## src/ext_mode_pkg.sv

```systemverilog
// package: mode encodings, control bit positions, area windows and carriers
// assumes: 32-bit cpu addresses, one core clock
package ext_mode_pkg;
   localparam int CTRL_ROM_DISABLE_POS = 0;
   localparam int CTRL_BUS_ENABLE_POS = 1;
   localparam logic [1:0] CTRL_RESET = 2'h0;
   localparam logic [31:0] AREA3_LO = 32'h05E0_0000;
   localparam logic [31:0] AREA3_HI = 32'h05FF_FFFF;
   localparam logic [31:0] AREA2_LO = 32'h06E0_0000;
   localparam logic [31:0] AREA2_HI = 32'h06FF_FFFF;
   localparam logic [31:0] AREA1_LO = 32'h07E0_0000;
   localparam logic [31:0] AREA1_HI = 32'h07FF_FFFF;
   localparam logic [31:0] AREA0_LO = 32'hFFE0_0000;
   localparam logic [31:0] AREA0_HI = 32'hFFFF_FFFF;
   localparam int NUM_AREAS = 4;

   typedef enum logic [1:0] {
      MODE_SINGLE_CHIP,
      MODE_ROM_ENABLED_EXT,
      MODE_ROM_DISABLED_EXT
   } op_mode_type;

   // which resource classes the cpu may reach
   typedef struct packed {
      logic io_regs;
      logic ram;
      logic rom;
      logic ext_areas;
   } access_type;

   // one bit per area select, index n is area n
   typedef struct packed {
      logic [NUM_AREAS-1:0] sel;
      logic cycle;
   } ext_req_type;
endpackage : ext_mode_pkg

```

## src/area_window_decode.sv

```systemverilog
// area_window_decode: combinational window match of an address to area selects
// assumes: caller derives the enables from the operating mode
`timescale 1ns/1ps
`default_nettype none
module area_window_decode
(
   // address and enables
   input wire logic [31:0] i_addr,
   input wire logic i_ext_en,
   input wire logic i_area0_en,
   // matches
   output logic [ext_mode_pkg::NUM_AREAS-1:0] o_hit
);
   logic [31:0] lo [ext_mode_pkg::NUM_AREAS];
   logic [31:0] hi [ext_mode_pkg::NUM_AREAS];
   logic [ext_mode_pkg::NUM_AREAS-1:0] en;

   assign lo[0] = ext_mode_pkg::AREA0_LO;
   assign hi[0] = ext_mode_pkg::AREA0_HI;
   assign lo[1] = ext_mode_pkg::AREA1_LO;
   assign hi[1] = ext_mode_pkg::AREA1_HI;
   assign lo[2] = ext_mode_pkg::AREA2_LO;
   assign hi[2] = ext_mode_pkg::AREA2_HI;
   assign lo[3] = ext_mode_pkg::AREA3_LO;
   assign hi[3] = ext_mode_pkg::AREA3_HI;
   assign en = {i_ext_en, i_ext_en, i_ext_en, i_ext_en & i_area0_en};

   genvar n;
   generate
      for (n = 0; n < ext_mode_pkg::NUM_AREAS; n++)
      begin : g_win
         assign o_hit[n] = en[n] & (i_addr >= lo[n]) & (i_addr <= hi[n]);
      end
   endgenerate
endmodule : area_window_decode
`default_nettype wire

```

## src/extended_mode_area_decode.sv

```systemverilog
// extended_mode_area_decode: mode selection from software bits and area select decode
// assumes: cpu presents an address with a request strobe each cycle; selects registered
`timescale 1ns/1ps
`default_nettype none
module extended_mode_area_decode
(
   // clock and reset
   input wire logic i_core_clk,
   input wire logic i_rstn,
   // control word write
   input wire logic i_ctrl_wr,
   input wire logic [1:0] i_ctrl_wdata,
   // cpu access
   input wire logic i_req,
   input wire logic [31:0] i_addr,
   // mode and access status
   output logic [1:0] o_system_control_word_0,
   output ext_mode_pkg::op_mode_type o_mode,
   output ext_mode_pkg::access_type o_access,
   output logic o_rom_startup,
   // external bus
   output logic o_area0_select,
   output logic o_area1_select,
   output logic o_area2_select,
   output logic o_area3_select,
   output logic o_ext_cycle
);
   //////////////////////////////////////////////////////////////////////////////
   logic [1:0] ctrl;
   logic onchip_rom_disable_bit;
   logic external_bus_enable_bit;
   ext_mode_pkg::op_mode_type next_mode;
   ext_mode_pkg::access_type next_access;
   logic [ext_mode_pkg::NUM_AREAS-1:0] hit;
   ext_mode_pkg::ext_req_type next_req;
   logic ext_en;

   assign onchip_rom_disable_bit = ctrl[ext_mode_pkg::CTRL_ROM_DISABLE_POS];
   assign external_bus_enable_bit = ctrl[ext_mode_pkg::CTRL_BUS_ENABLE_POS];

   always_ff @(posedge i_core_clk or negedge i_rstn)
   begin
      if (!i_rstn)
         ctrl <= ext_mode_pkg::CTRL_RESET;
      else if (i_ctrl_wr)
         ctrl <= i_ctrl_wdata;
   end

   //////////////////////////////////////////////////////////////////////////////
   // mode from bits
   always_comb
   begin
      case ({onchip_rom_disable_bit, external_bus_enable_bit})
         2'h1: next_mode = ext_mode_pkg::MODE_ROM_ENABLED_EXT;
         2'h3: next_mode = ext_mode_pkg::MODE_ROM_DISABLED_EXT;
         default: next_mode = ext_mode_pkg::MODE_SINGLE_CHIP;
      endcase
   end

   always_comb
   begin
      next_access.io_regs = 1'b1;
      next_access.ram = 1'b1;
      next_access.rom = next_mode != ext_mode_pkg::MODE_ROM_DISABLED_EXT;
      next_access.ext_areas = next_mode != ext_mode_pkg::MODE_SINGLE_CHIP;
   end

   always_ff @(posedge i_core_clk or negedge i_rstn)
   begin
      if (!i_rstn)
      begin
         o_mode <= ext_mode_pkg::MODE_SINGLE_CHIP;
         o_access <= '{io_regs: 1'b1, ram: 1'b1, rom: 1'b1, ext_areas: 1'b0};
         o_system_control_word_0 <= ext_mode_pkg::CTRL_RESET;
      end
      else
      begin
         o_mode <= next_mode;
         o_access <= next_access;
         o_system_control_word_0 <= ctrl;
      end
   end

   // rom reachable at startup, until rom-disabled mode taken
   always_ff @(posedge i_core_clk or negedge i_rstn)
   begin
      if (!i_rstn)
         o_rom_startup <= 1'b1;
      else if (next_mode == ext_mode_pkg::MODE_ROM_DISABLED_EXT)
         o_rom_startup <= 1'b0;
   end

   //////////////////////////////////////////////////////////////////////////////
   assign ext_en = next_mode != ext_mode_pkg::MODE_SINGLE_CHIP;

   area_window_decode u_win
   (
      .i_addr(i_addr),
      .i_ext_en(ext_en),
      .i_area0_en(next_mode == ext_mode_pkg::MODE_ROM_DISABLED_EXT),
      .o_hit(hit)
   );

   always_comb
   begin
      next_req.sel = i_req ? hit : '0;
      next_req.cycle = |next_req.sel;
   end

   always_ff @(posedge i_core_clk or negedge i_rstn)
   begin
      if (!i_rstn)
      begin
         o_area0_select <= 1'b0;
         o_area1_select <= 1'b0;
         o_area2_select <= 1'b0;
         o_area3_select <= 1'b0;
         o_ext_cycle <= 1'b0;
      end
      else
      begin
         o_area0_select <= next_req.sel[0];
         o_area1_select <= next_req.sel[1];
         o_area2_select <= next_req.sel[2];
         o_area3_select <= next_req.sel[3];
         o_ext_cycle <= next_req.cycle;
      end
   end
endmodule : extended_mode_area_decode
`default_nettype wire

```

## config.mk

```make
export PLATFORM = sky130hd
export DESIGN_NAME = extended_mode_area_decode
export DESIGN_NICKNAME = d
export VERILOG_FILES = /design/src/ext_mode_pkg.sv /design/src/area_window_decode.sv /design/src/extended_mode_area_decode.sv
export SDC_FILE = /design/constraint.sdc
export NUM_CORES = 1
export LEC_CHECK = 0
export ABC_AREA = 1
export CAP_MARGIN = 15
export CORE_AREA = 2 2 39 41
export DETAILED_ROUTE_END_ITERATION = 6
export DIE_AREA = 0 0 41 43
export DONT_BUFFER_PORTS = 1
export PLACE_DENSITY_LB_ADDON = 0.05
export SLEW_MARGIN = 10
export SYNTH_ARGS = -nofsm -noshare
export SYNTH_HDL_FRONTEND = slang
export SYNTH_HIERARCHICAL = 1
export SYNTH_SLANG_ARGS = --single-unit
```

## constraint.sdc

```tcl
create_clock -name i_core_clk -period 1 [get_ports i_core_clk]
set_input_delay 0 -clock i_core_clk [delete_from_list [all_inputs] [get_ports i_core_clk]]
set_output_delay 0 -clock i_core_clk [all_outputs]
set_load 0.02 [all_outputs]
```

==> flow_summary.toml <==
[global_route]
grt_max_degree = 15
overflow = 0
grt_pass1_vias = 460
track_usage_pct = 15.3
antenna_found_initial = 0
grt_pass1_wl_mm = 1.79

[route]
vias = 478
drtAntennaViolNets = 0
drcViolationCount = 0
drt_pass1_iterations = 4
drtIter0Drc = 4
viasPerCell = 4.83
drt-wirelength-per-cell_um = 10.8
routed_wl_mm = 1.07

[worst_setup_path]
critical_path_required_ns = 1.21
regToRegStartpoint = "ctrl[1]$_DFFE_PN0P_"
critPathKind = "flop to flop"
cp-startpoint = "ctrl[1]$_DFFE_PN0P_"
worstPathArrival_ns = 1.27
cp-start-kind = "flop"
worstPathMaxFanout = 4
end_kind = "flop"

[timing]
finalSetupViolations = 3
fmax_ghz = 0.942
holdWs_ns = -0.168
finalCritPeriodShare_pct = 106
worst_pin_slew_ns = 0.577
slew_headroom_pct = 61.4
period_needed_ns = 1.06
layout_setup_ws_ns = -0.0619
grt_setup_unrepaired = "yes"
fin_skew_ns = 0.000638
slew_violations = 0
hold_viol = 5

[synth]
ys_types = 17
yosysWarnings = 6
synthAdderAreaFrac_pct = 0
yosysSeqAreaShare_pct = 57.8
synth_top_family_by_area = "simple AND/OR/NAND/NOR gates"
avgSynthCellArea_sq_um = 8.48
netlist_area_sq_um = 611
synth-xor-area-share_pct = 0
ys_ff_latch = 14
synth-simple-area-share_pct = 25.8
synthMuxAreaShare_pct = 0
syn_inst = 72
synth-compound-area-share_pct = 4.10

[power]
totalPowerFinal_w = 0.00113
power_per_cell_area_mw_per_mm2 = 1530
total_leakage_power_nw = 0.408
ir_drop_uv = 661

[clocking]
cts_tree = "built"
clock-sinks = 14
clockRootBuffer = "clkbuf_4"
numCtsBuffers = 3
cts_max_level = 1
clk_latency_ns = 0.27
ctsHoldBuffers = 4
path_clk_slew_ns = 0.08
clk_path_buf_depth = 2

[cells_and_area]
design_area_sq_um = 737
drive_above_1_share_pct = 19.3
area_delta_synth_final_pct = 20.7
final_net_count = 122
n_antenna_cell = 0

[floorplanning]
fp-row-count = 14
ios = 52
core_area_sq_mm = 0.00138
dieArea_sq_mm = 0.00176
die_x_um = 41
die_height_um = 43
start_util_pct = 44.1

[worst_hold_path]
hp-start = "i_req"
min_path_type = "input port to flop"

[place]
numPortBuffers = 0
place_congestion = 0.698
dpl_cell_area_sq_um = 657
hpwlAfterDp_um = 852

[flow_run]
cap_violations = 0

[status]
status = "complete, but fails checks"
violations = "negative hold slack, negative setup slack"
==> report_power, final <==
group	switching, W	total [W]	internal [W]
Clock	0.000160	0.000381	0.000221
Sequential	0.0000417	0.000638	0.000596
Combinational	0.0000571	0.000107	0.0000497
==> layout by cell type (no fill, tap or decap) <==
master	count
nor3_1	1
inv_1	12
buf_6	1
a21oi_2	1
nor2_1	13
o21ai_1	4
nand2_2	1
dfstp_2	2
inv_2	2
clkbuf_4	3
dfrtp_1	12
clkbuf_8	1
nand4_1	4
conb_1	2
nand3_1	1
nor3b_2	1
nand2_1	13
dlygate4sd3_1	4
and3_1	1
buf_4	4
==> final cells by class <==
type                            instances  area, sq um
Clock buffer                            4         36.3
Tap cell                               16         20.0
Fill cell                             139          647
Inverter                               14         52.6
Timing Repair Buffer                    9         81.3
Multi-Input combinational cell         42          194
Sequential cell                        14          353
==> through the flow <==
| step | std cells | worst slack, ns | setup TNS [ns] | util (%) |
|---|---|---|---|---|
| finish | 99 | -0.0619 | -0.128 | 53.3 |
| global route | 99 | -0.147 | -0.379 | 53.3 |
| CTS | 99 | -0.0658 | -0.140 | 53.3 |
| detailed placement | 91 | -0.0487 | -0.0906 | 47.5 |
| global placement | 91 | -0.0509 | -0.101 | 47.5 |
| floorplan | 73 | 0.00150 | 0 | - |
==> cell usage after synthesis <==
cell	number	area [sq um]
inv_1	13	48.8
nand2_1	13	48.8
nor2_1	13	48.8
dfrtp_1	12	300
nand4_1	4	25.0
o21ai_1	4	20.0
buf_4	2	15.0
dfstp_2	2	52.6
a21oi_1	1	5.00
and3_1	1	6.26
clkbuf_1	1	3.75
conb_1	1	3.75
inv_2	1	3.75
nand2_2	1	6.26
nand3_1	1	5.00
nor3_1	1	5.00
nor3b_2	1	12.5
==> cells by family (layout without fill, tap and decap cells) <==
kind of cell,count (synthesis),count (layout)
AOI/OAI and AO/OA,5,5
buffers and inverters,17,27
DFF,14,14
other,1,2
and+or+nand+nor,35,35
==> flip-flops by register name, indices dropped and copies added (netlist names) <==
| register | cells |
|---|---|
| ctrl | 2 |
| o_access | 2 |
| o_area0_select | 1 |
| o_area1_select | 1 |
| o_area2_select | 1 |
| o_area3_select | 1 |
| o_ext_cycle | 1 |
| o_mode | 2 |
| o_rom_startup | 1 |
| o_system_control_word_0 | 2 |
==> metal layers <==
metal  wire length (um)  track usage (%)
met1                411             16.2
met2                545             24.7
met3                 97             4.19
met4                 12             10.0
met5                  0                0
==> timing repair <==
item                       in CTS  in global routing
resized for setup               2                  0
hold endpoints to repair       21                  5
setup buffers                   0                  0
pin swaps                       2                  3
setup endpoints to repair       3                  3
==> worst max-delay path, cell delays in order, from the launching register on <==
cell and delay (ns):
dfrtp_1 0.40, buf_6 0.13, inv_2 0.02, nor2_1 0.08, nand4_1 0.11, a21oi_2 0.14, o21ai_1 0.07, nand2_1 0.05
==> final timing paths <==
kind                                                         to  slack [ns]  depth (start not counted)
setup / recovery                          o_ext_cycle$_DFF_PN0_       -0.06                          7
hold / removal                         o_area1_select$_DFF_PN0_       -0.17                          2
setup reg to reg                          o_ext_cycle$_DFF_PN0_       -0.06                          7
hold reg to reg                       o_rom_startup$_DFFE_PN1P_        0.49                          2
max in group asynchronous             o_rom_startup$_DFFE_PN1P_        0.46                          1
min in group asynchronous  o_system_control_word_0[0]$_DFF_PN0_        0.17                          1
Power figures use the tool's default switching activity.
